`config.mk`:
```
export PLATFORM = sky130hd
export DESIGN_NAME = fault_mask_safe_mode_ctrl
export DESIGN_NICKNAME = d
export VERILOG_FILES = /design/src/fault_safe_pkg.sv /design/src/fault_mask_safe_mode_ctrl.sv
export SDC_FILE = /design/constraint.sdc
export NUM_CORES = 1
export LEC_CHECK = 0
export BUFFER_PORTS_ARGS = -buffer_cell sky130_fd_sc_hd__buf_2
export CAP_MARGIN = 20
export CORE_UTILIZATION = 55
export DETAILED_ROUTE_END_ITERATION = 10
export PLACE_DENSITY = 0.87
export REMOVE_ABC_BUFFERS = 1
export SYNTH_ARGS = -nofsm -noshare
export SYNTH_HDL_FRONTEND = slang
export SYNTH_SLANG_ARGS = --single-unit
```
`constraint.sdc`:
```
create_clock -name clk_sys -period 4.47 [get_ports clk_sys]
set_input_delay 0.447 -clock clk_sys [delete_from_list [all_inputs] [get_ports clk_sys]]
set_output_delay 0.447 -clock clk_sys [all_outputs]
set_load 0.02 [all_outputs]
```
`src/fault_safe_pkg.sv`:
```
package fault_safe_pkg;

    localparam int          ADDR_W   = 12;
    localparam int          DATA_W   = 16;

    // Register offsets
    localparam logic [11:0] ADDR_G3_STATUS     = 12'h103;
    localparam logic [11:0] ADDR_G3_CLEAR      = 12'h107;
    localparam logic [11:0] ADDR_G3_MASK       = 12'h10b;
    localparam logic [11:0] ADDR_CRIT_STATUS   = 12'h10c;
    localparam logic [11:0] ADDR_CRIT_CLEAR    = 12'h10d;
    localparam logic [11:0] ADDR_FORCED_SAFE   = 12'h10e;
    localparam logic [11:0] ADDR_SAFE_STATUS   = 12'h10f;

    // Reset values
    localparam logic [15:0] G3_MASK_RESET      = 16'h0000;
    localparam logic [15:0] FORCED_SAFE_RESET  = 16'h0000;
    localparam logic [15:0] STATUS_RESET       = 16'h0000;

    // Magic value that forces safe mode
    localparam logic [15:0] FORCED_SAFE_KEY    = 16'h00c3;

    // Group-three bits whose mask also gates the alarm: 0..5 and 7
    localparam logic [15:0] G3_FLAGGED         = 16'h00bf;

    // Critical status bit positions
    localparam int          CRIT_IO_OVER       = 0;
    localparam int          CRIT_IO_UNDER      = 1;
    localparam int          CRIT_CLK_FAULT     = 3;
    localparam int          CRIT_CORE_OVER     = 4;
    localparam int          CRIT_CORE_UNDER    = 5;
    localparam logic [15:0] CRIT_USED          = 16'h003b;

    // Safe-mode status bit
    localparam int          SAFE_BIT           = 0;

    // Clock watchdog: reference half period and least system cycles in it
    localparam int          CLK_SYS_MHZ        = 125;
    localparam int          WD_REF_HALF_NS     = 1000;
    localparam int          WD_MIN_NS          = 800;
    localparam int          WD_MIN_CYCLES      = (WD_MIN_NS * CLK_SYS_MHZ) / 1000;
    localparam int          WD_CNT_W           = 10;

    typedef struct packed {
        logic        wr;
        logic        rd;
        logic [11:0] addr;
        logic [15:0] wdata;
    } reg_req_s;

    typedef struct packed {
        logic        ack;
        logic [15:0] rdata;
    } reg_rsp_s;

endpackage : fault_safe_pkg
```
`src/fault_mask_safe_mode_ctrl.sv`:
```
// Behaviour
// - Unmasked latched group-three fault puts device into safe mode.
// - Group-three fault raises alarm, drops complement; unflagged bits ignore mask.
// - Flagged bits 0-5,7 with mask set: no alarm, no safe mode.
// - All group-three mask bits reset to zero.
// - Critical fault places device in severe safe mode.
// - Critical fault wipes all registers but critical status; both alarms low.
// - During critical fault register accesses are refused.
// - Recovery shown by alarm high; critical status then readable.
// - Writing critical clear bit clears same critical status bit.
// - Critical bits 0,1 latch I/O supply over/under; 2,6-15 unused.
// - Clock watchdog sets critical bit 3 on slow system clock.
// - Critical bits 4,5 latch core supply over/under.
// - Writing 0xC3 at 0x10E forces safe mode, tri-stating outputs.
// - Any other value or reset ends forced safe mode.
// - Safe status bit 0 reads one while in safe mode.
`timescale 1ns/1ps
`default_nettype none
module fault_mask_safe_mode_ctrl
    import fault_safe_pkg::*;
(
    // Clock and reset
    input  wire logic        clk_sys,
    input  wire logic        arst_n,
    // Register port from the serial link decoder
    input  wire reg_req_s    reg_req,
    output var  reg_rsp_s    reg_rsp,
    // Group-three fault events, same clock
    input  wire logic [15:0] g3_fault_in,
    // Supply monitors and watchdog reference, asynchronous
    input  wire logic        io_supply_over,
    input  wire logic        io_supply_under,
    input  wire logic        core_supply_over,
    input  wire logic        core_supply_under,
    input  wire logic        wd_ref_clk,
    // Alarm pair and safe-mode state
    output logic             alarm_o,
    output logic             alarm_n_o,
    output logic             safe_mode_o,
    output logic             severe_mode_o,
    output logic             outputs_tristate_o
);

    localparam int N_ASYNC = 5;

    // Three-stage synchronisers; value taken once stages two and three agree
    logic [N_ASYNC-1:0] async_in;
    logic [N_ASYNC-1:0] sync1_q;
    logic [N_ASYNC-1:0] sync2_q;
    logic [N_ASYNC-1:0] sync3_q;
    logic [N_ASYNC-1:0] filt_q;
    logic [N_ASYNC-1:0] filt_d;

    assign async_in = {wd_ref_clk, core_supply_under, core_supply_over,
                       io_supply_under, io_supply_over};

    genvar gi;
    generate
        for (gi = 0; gi < N_ASYNC; gi++) begin : g_sync
            always_comb begin
                filt_d[gi] = (sync2_q[gi] == sync3_q[gi]) ? sync3_q[gi] : filt_q[gi];
            end
            always_ff @(posedge clk_sys or negedge arst_n) begin
                if (!arst_n) begin
                    sync1_q[gi] <= 1'b0;
                    sync2_q[gi] <= 1'b0;
                    sync3_q[gi] <= 1'b0;
                    filt_q[gi]  <= 1'b0;
                end else begin
                    sync1_q[gi] <= async_in[gi];
                    sync2_q[gi] <= sync1_q[gi];
                    sync3_q[gi] <= sync2_q[gi];
                    filt_q[gi]  <= filt_d[gi];
                end
            end
        end
    endgenerate

    // Clock watchdog: too few system cycles per reference half period
    logic [WD_CNT_W-1:0] wd_cnt_q;
    logic [WD_CNT_W-1:0] wd_cnt_d;
    logic                wd_ref_q;
    logic                wd_fault_q;
    logic                wd_fault_d;

    // Fault holds from a short interval to the next full one, so severe mode
    // lasts as long as the clock runs slow; a stopped clock is not seen here
    always_comb begin
        wd_fault_d = wd_fault_q;
        wd_cnt_d   = wd_cnt_q;
        if (filt_q[4] != wd_ref_q) begin
            wd_fault_d = (wd_cnt_q < WD_CNT_W'(WD_MIN_CYCLES));
            wd_cnt_d   = '0;
        end else if (wd_cnt_q != '1) begin
            wd_cnt_d = wd_cnt_q + WD_CNT_W'(1);
        end
    end

    always_ff @(posedge clk_sys or negedge arst_n) begin
        if (!arst_n) begin
            wd_cnt_q   <= '1;
            wd_ref_q   <= 1'b0;
            wd_fault_q <= 1'b0;
        end else begin
            wd_cnt_q   <= wd_cnt_d;
            wd_ref_q   <= filt_q[4];
            wd_fault_q <= wd_fault_d;
        end
    end

    // Live critical conditions
    logic [15:0] crit_live;

    always_comb begin
        crit_live                  = '0;
        crit_live[CRIT_IO_OVER]    = filt_q[0];
        crit_live[CRIT_IO_UNDER]   = filt_q[1];
        crit_live[CRIT_CORE_OVER]  = filt_q[2];
        crit_live[CRIT_CORE_UNDER] = filt_q[3];
        crit_live[CRIT_CLK_FAULT]  = wd_fault_q;
    end

    // Register state
    logic [15:0] g3_status_q, g3_status_d;
    logic [15:0] g3_mask_q,   g3_mask_d;
    logic [15:0] crit_q,      crit_d;
    logic [15:0] forced_q,    forced_d;
    logic        severe_q,    severe_d;
    reg_rsp_s    rsp_q,       rsp_d;
    logic [15:0] rd_mux;
    logic        acc_ok;
    logic        wr_hit;
    logic        rd_hit;
    logic        wr_g3_clear;
    logic        wr_g3_mask;
    logic        wr_crit_clear;
    logic        wr_forced;
    logic        g3_safe;
    logic        forced_on;
    logic        safe_now;

    // Severe mode lasts while any critical condition is present
    assign severe_d  = |(crit_live & CRIT_USED);
    assign forced_on = (forced_q == FORCED_SAFE_KEY);
    assign g3_safe   = |(g3_status_q & ~g3_mask_q);
    assign safe_now  = g3_safe | forced_on | severe_q;
    // Host must keep off the port until recovery; anything sent is dropped
    assign acc_ok    = ~severe_q & ~severe_d;
    assign wr_hit    = acc_ok & reg_req.wr;
    assign rd_hit    = acc_ok & reg_req.rd;

    // One strobe per writable offset; writes elsewhere are ignored
    assign wr_g3_clear   = wr_hit & (reg_req.addr == ADDR_G3_CLEAR);
    assign wr_g3_mask    = wr_hit & (reg_req.addr == ADDR_G3_MASK);
    assign wr_crit_clear = wr_hit & (reg_req.addr == ADDR_CRIT_CLEAR);
    assign wr_forced     = wr_hit & (reg_req.addr == ADDR_FORCED_SAFE);

    // Group-three status and mask
    always_comb begin
        g3_status_d = g3_status_q;
        g3_mask_d   = g3_mask_q;
        // Clear first so that a same-cycle event wins
        if (wr_g3_clear) begin
            g3_status_d = g3_status_d & ~reg_req.wdata;
        end
        if (wr_g3_mask) begin
            g3_mask_d = reg_req.wdata;
        end
        g3_status_d = g3_status_d | g3_fault_in;
        // Critical fault wipes everything but its own status
        if (severe_d) begin
            g3_status_d = STATUS_RESET;
            g3_mask_d   = G3_MASK_RESET;
        end
    end

    always_ff @(posedge clk_sys or negedge arst_n) begin
        if (!arst_n) begin
            g3_status_q <= STATUS_RESET;
            g3_mask_q   <= G3_MASK_RESET;
        end else begin
            g3_status_q <= g3_status_d;
            g3_mask_q   <= g3_mask_d;
        end
    end

    // Critical status survives the wipe; a live condition beats a clear
    always_comb begin
        crit_d = crit_q;
        if (wr_crit_clear) begin
            crit_d = crit_d & ~reg_req.wdata;
        end
        crit_d = crit_d | (crit_live & CRIT_USED);
    end

    always_ff @(posedge clk_sys or negedge arst_n) begin
        if (!arst_n) begin
            crit_q   <= STATUS_RESET;
            severe_q <= 1'b0;
        end else begin
            crit_q   <= crit_d;
            severe_q <= severe_d;
        end
    end

    // Forced-safe control; a critical wipe also ends forced mode
    always_comb begin
        forced_d = forced_q;
        if (wr_forced) begin
            forced_d = reg_req.wdata;
        end
        if (severe_d) begin
            forced_d = FORCED_SAFE_RESET;
        end
    end

    always_ff @(posedge clk_sys or negedge arst_n) begin
        if (!arst_n) begin
            forced_q <= FORCED_SAFE_RESET;
        end else begin
            forced_q <= forced_d;
        end
    end

    // Read mux; safe status gives the state of the request cycle
    always_comb begin
        rd_mux = '0;
        unique case (reg_req.addr)
            ADDR_G3_STATUS:   rd_mux = g3_status_q;
            ADDR_G3_MASK:     rd_mux = g3_mask_q;
            ADDR_CRIT_STATUS: rd_mux = crit_q;
            ADDR_FORCED_SAFE: rd_mux = forced_q;
            ADDR_SAFE_STATUS: rd_mux[SAFE_BIT] = safe_now;
            default:          rd_mux = '0;
        endcase
    end

    // One-cycle acknowledge; data only with a read, zero otherwise
    always_comb begin
        rsp_d = '0;
        if (wr_hit || rd_hit) begin
            rsp_d.ack = 1'b1;
        end
        if (rd_hit) begin
            rsp_d.rdata = rd_mux;
        end
    end

    always_ff @(posedge clk_sys or negedge arst_n) begin
        if (!arst_n) begin
            rsp_q <= '0;
        end else begin
            rsp_q <= rsp_d;
        end
    end

    // Alarm and mode outputs, all registered
    logic alarm_d, alarm_n_d, safe_d, tri_d;
    logic alarm_q, alarm_n_q, safe_q, tri_q;
    logic g3_alarm;

    // Unflagged bits alarm whatever the mask says
    assign g3_alarm = |(g3_status_q & ~(g3_mask_q & G3_FLAGGED));

    always_comb begin
        safe_d = safe_now;
        tri_d  = forced_on & ~severe_q;
        if (severe_q) begin
            alarm_d   = 1'b0;
            alarm_n_d = 1'b0;
        end else begin
            // Latched critical bits keep alarm high after recovery until cleared
            alarm_d   = g3_alarm | (|crit_q);
            alarm_n_d = ~(g3_alarm | (|crit_q));
        end
    end

    always_ff @(posedge clk_sys or negedge arst_n) begin
        if (!arst_n) begin
            alarm_q   <= 1'b0;
            alarm_n_q <= 1'b1;
            safe_q    <= 1'b0;
            tri_q     <= 1'b0;
        end else begin
            alarm_q   <= alarm_d;
            alarm_n_q <= alarm_n_d;
            safe_q    <= safe_d;
            tri_q     <= tri_d;
        end
    end

    assign alarm_o            = alarm_q;
    assign alarm_n_o          = alarm_n_q;
    assign safe_mode_o        = safe_q;
    assign severe_mode_o      = severe_q;
    assign outputs_tristate_o = tri_q;
    assign reg_rsp            = rsp_q;

endmodule : fault_mask_safe_mode_ctrl
`default_nettype wire

```
==> out/metrics.csv, run 1 <==
metric,value,unit
clk buf depth,2,
worst-skew pair later-pin latency,520,ps
post-synth top area cell,dfrtp_1,
Antenna Violating Nets Remaining,0,
Initial DRC Count,456,
Synth Area per Inst,10.3,um2
Critical Path RT,4830,ps
post_cts resized,0,
GPL Wtd Cong,0.873,
layout cells sized above 1,22.4,%
Maximum Capacitance Violations,0,
yosys warns,0,
Comb power frac,4.1,%
io pins,75,
prevailing post-synth register cell,dfrtp_1,
Sink Count,118,
vias in the first global route,4436,
clk slew on worst S/H paths,50,ps
Non-Filler Instances,697,
Hold Slack,27.2,ps
wire per inst,19.6,um
buffers added on ports,74,
antenna violations before repair,0,
crit start category,register,
Clk pwr share,54.1,%
register share of total power,41.8,%
net load switching power,0.547,mW
fmax,372,MHz
Leak Pwr,2.83,nW
RSZ-0062 raised after global routing,false,
kind of critical path,reg -> reg,
Yosys reg bits,118,
final hold violations,0,
nets@finish,630,
"EDFF count, synth",0,
synth unique cells,53,
Detail Placement HPWL,8.49,mm
largest net degree at the start of global routing,49,
Die Footprint,9760,um2
setup bufs post-CTS,0,
worst clock skew,4.58,ps
path category of the worst min-delay check,in -> reg,
DIE WIDTH,98.8,um
maximum vdd drop,288,uV
drt first pass iters,5,
first-pass GRT wire length,21.9,mm
Via Count,4399,
final WL,13.7,mm
Root Buffer,clkbuf_8,
Tmin final,2690,ps
Yosys top cell area share,51.9,%
crit path max fanout,17,
CTS tree,done,
Vias per Instance,6.31,
Starting Density,58.0,%
placed cell count,664,
sequential area share after synthesis,57.5,%
power density over the cells,426,nW/um2
num rows,34,
CTS Buf Count,17,
final slew viol count,0,
switching part of the total,20.5,%
Worst-Margin Slew,1070,ps
Antenna Cells,0,
TNS Setup,0,ps
total global routing overflow,0,
Mapped Cells,499,
asr flop ratio synth,100,%
Die H,98.8,um
Pint,2.12,mW
core area,8890,um2
Post-Syn Area,5150,um2
Area Growth Syn to Fin,21.6,%
top post-synthesis cells by area,"dfrtp_1, nand2_1, dfstp_2, o21ai_0, nor2_1",
GRT Util Overall,29.7,%
crit path DAT,3050,ps
fin crit share,60.2,%
H-tree levels,4,
outcome,"complete, no violations",
Residual DRC,0,
Max-slew headroom,28.2,%
Final setup viols,0,
CP Capture Type,register,
-- power groups by stage --
stage	clock network (mW)	registers, mW	logic, mW
floorplan	0	1.13	0.0365
global placement	0	1.13	0.101
detailed placement	0	1.13	0.107
CTS	1.45	1.11	0.109
global route	1.50	1.12	0.122
finish	1.44	1.12	0.109
-- placed cells by master, fill, tap and decap left out, types with 6 or more instances in the layout --
cell and instances:
dfrtp_1 107, nand2_1 82, buf_2 73, nor2_1 44
o21ai_0 37, inv_1 28, a41oi_1 17, clkbuf_16 16
mux2i_1 15, a221oi_1 13, o21ai_1 12, a21boi_0 11
dfstp_2 11, nor3_1 7, a21oi_1 7, nor4_1 7
buf_4 7, nand3_1 6, nor2b_1 6, nand4_1 6
xor2_1 6
-- cells in the mapped netlist, types with 3 or more instances --
cell type	number
a21boi_0	11
a21o_1	5
a21oi_1	7
a221oi_1	13
a41oi_1	17
and2_1	3
and3_1	3
buf_2	4
clkbuf_1	18
dfrtp_1	107
dfstp_2	11
inv_1	28
maj3_1	5
mux2i_1	15
nand2_1	82
nand3_1	6
nand4_1	6
nor2_1	44
nor2b_1	6
nor3_1	7
nor4_1	7
nor4_4	4
o21ai_0	37
o21ai_1	12
xor2_1	6
-- per-layer routing --
metal	GRT usage, %	share of wire, %	vias to the layer above
li1	-	-	1913
met1	37.9	40	2145
met2	46.8	48	290
met3	8.30	9.3	51
met4	14.7	3.1	0
met5	0	0	-
-- sequential cells by signal (all words and copies together) (netlist names), 10 cells and up --
name,cells
crit_q,16
forced_q,16
g3_mask_q,16
g3_status_q,16
reg_rsp,17
wd_cnt_q,10
-- per-stage QoR --
step           power, mW  utilization, %  setup slack [ps]  instance area (um2)
5_1_grt             2.74            70.5              1690                 6270
3_3_place_gp        1.23            63.2              1850                 5620
4_1_cts             2.67            70.5              1850                 6270
3_5_place_dp        1.24            63.3              1710                 5630
6_report            2.67            70.5              1780                 6270
2_1_floorplan       1.16               -               775                 5050
-- path summary, 6_finish.rpt --
check                                from      endpoint  slack (ps)  cells past startpoint
min reg2reg                    sync1_q[1]    sync2_q[1]         350                      0
max in group asynchronous          arst_n   wd_cnt_q[7]        3140                      3
min                        io_supply_over    sync1_q[0]          30                      1
max reg2reg                  crit_live[0]  g3_mask_q[1]        1780                      7
max                          crit_live[0]  g3_mask_q[1]        1780                      7
min in group asynchronous          arst_n  forced_q[13]         420                      2
-- logic make-up after synthesis --
logic type | after synthesis | synth area share, %
muxes | 17 | 3.35
xor gates and xnor gates | 7 | 1.19
and+or+nand+nor | 182 | 17.6
DFF | 118 | 57.5
adders and majority gates | 6 | 1.21
AOI/OAI and AO/OA | 116 | 15.0
buffers and inverters | 53 | 4.10
-- repair_timing --
item                                   in CTS  in global routing
hold buffers                                1                  0
setup endpoints to repair                   0                  0
endpoints found under the hold margin      30                  0
-- area by class of cell --
cell class | count | area, um2
Multi-Input combinational cell | 328 | 1990
Clock buffer | 22 | 453
Clock inverter | 10 | 175
Inverter | 29 | 109
Tap cell | 108 | 135
Fill cell | 574 | 2620
Timing Repair Buffer | 82 | 439
Sequential cell | 118 | 2970
-- critical path: stages (launching register included) --
cell     delay, ps
dfrtp_1        420
or2_1          280
nor4_4         240
inv_2          180
nor4_4         230
buf_4          290
and3_1         630
o21ai_0        250
No activity file was read; power rests on OpenSTA's default activity.
==> run 2, diff against run 1 <==
==> constraint.sdc (replaced) <==
create_clock -name clk_sys -period 2.5 [get_ports clk_sys]
set_input_delay 0.25 -clock clk_sys [delete_from_list [all_inputs] [get_ports clk_sys]]
set_output_delay 0.25 -clock clk_sys [all_outputs]
set_load 0.02 [all_outputs]
==> run 2 against run 1 <==
- clock-buffer cell count down 2
- via count rose by 2.8%
- clock power grew 72%
- utilization grew 2.2 points
- clock skew grew 2.6 ps
- total power rose by 75%
- combinational power up 100%
- register-to-register slack lost 1400 ps
- worst setup slack worse by 1400 ps
- critical path type unchanged
- critical endpoint is now reg_rsp[1]
- largest power group unchanged
- highest routed layer unchanged
==> out/metrics.csv, run 2 (synthesis gave the netlist of run 1 again) <==
metric,value,unit,change
DIE WIDTH,98.8,um,unchanged
kind of critical path,reg -> reg,,
Leak Pwr,2.91,nW,+3.0%
path category of the worst min-delay check,in -> reg,,
placed cell count,671,,+1.1%
Sink Count,118,,unchanged
core area,8890,um2,unchanged
crit-path leading delay family,simple AND/OR/NAND/NOR gates,,
antenna violations before repair,0,,unchanged
nets@finish,652,,+3.5%
Detail Placement HPWL,8.95,mm,+5.5%
Residual DRC,0,,unchanged
layout cells sized above 1,22.9,%,+0.50 points
Critical Path RT,2910,ps,-1920 ps
Root Buffer,clkbuf_8,,
CP max-delay cell,dfrtp_1,,
Vias per Instance,6.29,,-0.33%
io pins,75,,unchanged
num rows,34,,unchanged
Starting Density,58.0,%,unchanged
CTS Buf Count,17,,unchanged
outcome,"complete, no violations",,
largest net degree at the start of global routing,57,,+16%
RR Startpoint,crit_live[0],,
clk slew on worst S/H paths,60,ps,about the same
Die Footprint,9760,um2,unchanged
design area,6470,um2,+3.2%
fin crit share,83.3,%,+23 points
fmax,480,MHz,+29%
maximum vdd drop,649,uV,+130%
Worst Setup EP,reg_rsp[1],,
drt first pass iters,5,,unchanged
"Largest stage delay, worst path",400,ps,-230 ps
vias in the first global route,4702,,+6.0%
worst-skew pair later-pin latency,510,ps,about the same
final hold violations,0,,unchanged
max reg flops,17,,unchanged
clk buf depth,2,,unchanged
Die H,98.8,um,unchanged
GRT Util Overall,31.8,%,+2.1 points
RSZ-0062 raised after global routing,false,,
R2R setup slack,420,ps,-1360 ps
final slew viol count,0,,unchanged
CP Capture Type,register,,
Register-to-Register Path Depth,7,,unchanged
Non-Filler Instances,719,,+3.2%
GPL Wtd Cong,0.853,,-2.3%
CP startpoint,crit_live[0],,
Worst-Margin Slew,903,ps,-166 ps
Initial DRC Count,499,,+9.4%
Maximum Capacitance Violations,0,,unchanged
H-tree levels,4,,unchanged
Max-slew headroom,39.6,%,+11 points
WP depth,7,,unchanged
Antenna Violating Nets Remaining,0,,unchanged
Antenna Cells,0,,unchanged
Area Growth Syn to Fin,25.5,%,
crit path buf inv count,2,,unchanged
first-pass GRT wire length,23.4,mm,+6.8%
crit path DAT,2500,ps,-550 ps
crit path max fanout,15,,-2
Hold Slack,5.32,ps,-21.8 ps
wire per inst,20.0,um,+1.9%
post_cts resized,0,,unchanged
"commonest non-fill, non-tap cell in the layout",dfrtp_1,,
power density over the cells,724,nW/um2,+70%
"Cell Area, Placed",5700,um2,+1.3%
Final setup viols,0,,unchanged
worst r2r dst,reg_rsp[1],,
Via Count,4523,,+2.8%
CTS tree,done,,
crit start category,register,,
worst clock skew,7.18,ps,+2.60 ps
Tmin final,2080,ps,-607 ps
fillers,558,,-2.8%
"commonest non-fill, non-tap cells in the layout","dfrtp_1, nand2_1, buf_2, nor2_1, o21ai_0",,
total global routing overflow,0,,unchanged
worst path cell trace,or2_1 > nor4_4 > inv_2 > nor3_1 > o211ai_1 > buf_4 > a21oi_1,,
final WL,14.4,mm,+5.1%
buffers added on ports,74,,unchanged
Tot Pwr,4.68,mW,+75%
-- run 2: changes by cell type in the layout (fill, tap and decap cells not counted) --
cell | before | now
clkinv_4 | 0 | 4
clkinv_2 | 5 | 0
clkinvlp_4 | 0 | 1
buf_4 | 7 | 13
dlygate4sd3_1 | 1 | 16
clkbuf_8 | 3 | 2
bufinv_16 | 5 | 3
clkbuf_1 | 3 | 2
inv_6 | 0 | 4
buf_6 | 1 | 0
buf_12 | 0 | 2
-- run 2: worst min path at each step --
stage / start / to / slack, ps / cells past startpoint
after floorplan: arst_n / alarm_o / -50 / 0
after global placement: sync1_q[0] / sync2_q[0] / 340 / 0
after detailed placement: sync1_q[1] / sync2_q[1] / 330 / 0
after CTS: reg_req[0] / g3_status_q[0] / 2 / 2
after global routing: reg_req[10] / crit_q[10] / 4 / 2
final: reg_req[0] / g3_status_q[0] / 5 / 2
-- run 2: timing repair --
| item | 4_1_cts | 5_1_grt |
|---|---|---|
| endpoints found under the setup margin | 0 | 0 |
| endpoints found under the hold margin | 74 | 0 |
| hold buffers | 16 | 0 |
| setup buffers | 0 | 0 |
-- run 2: report_power, final --
group	switching (mW)	internal [mW]
sequential	0.0327	1.96
clock	0.904	1.56
combinational	0.132	0.0893
-- run 2: metal layers --
layer	GRT usage [%]	routed length (um)	vias up	share of wire (%)
met5	0	0	-	0
met4	17.3	490	0	3.4
met3	8.30	1470	48	10
met2	51.2	6920	311	48
met1	39.4	5500	2200	38
li1	-	-	1964	-
-- run 2: through the flow --
stage / utilization, % / setup slack (ps) / setup TNS (ps)
6_report: 72.7 / 417 / 0
2_1_floorplan: - / -1190 / -51140
5_1_grt: 72.7 / 264 / 0
3_3_place_gp: 64.2 / 514 / 0
3_5_place_dp: 64.2 / 360 / 0
4_1_cts: 72.7 / 423 / 0
-- run 2: final cells by class --
class                           count  area [um2]  area share (%)
Sequential cell                   118        2970            45.9
Multi-Input combinational cell    328        1990            30.8
Timing Repair Buffer              104         663            10.3
Clock buffer                       20         435            6.73
Clock inverter                     12         168            2.59
Tap cell                          108         135            2.09
Inverter                           29         109            1.68
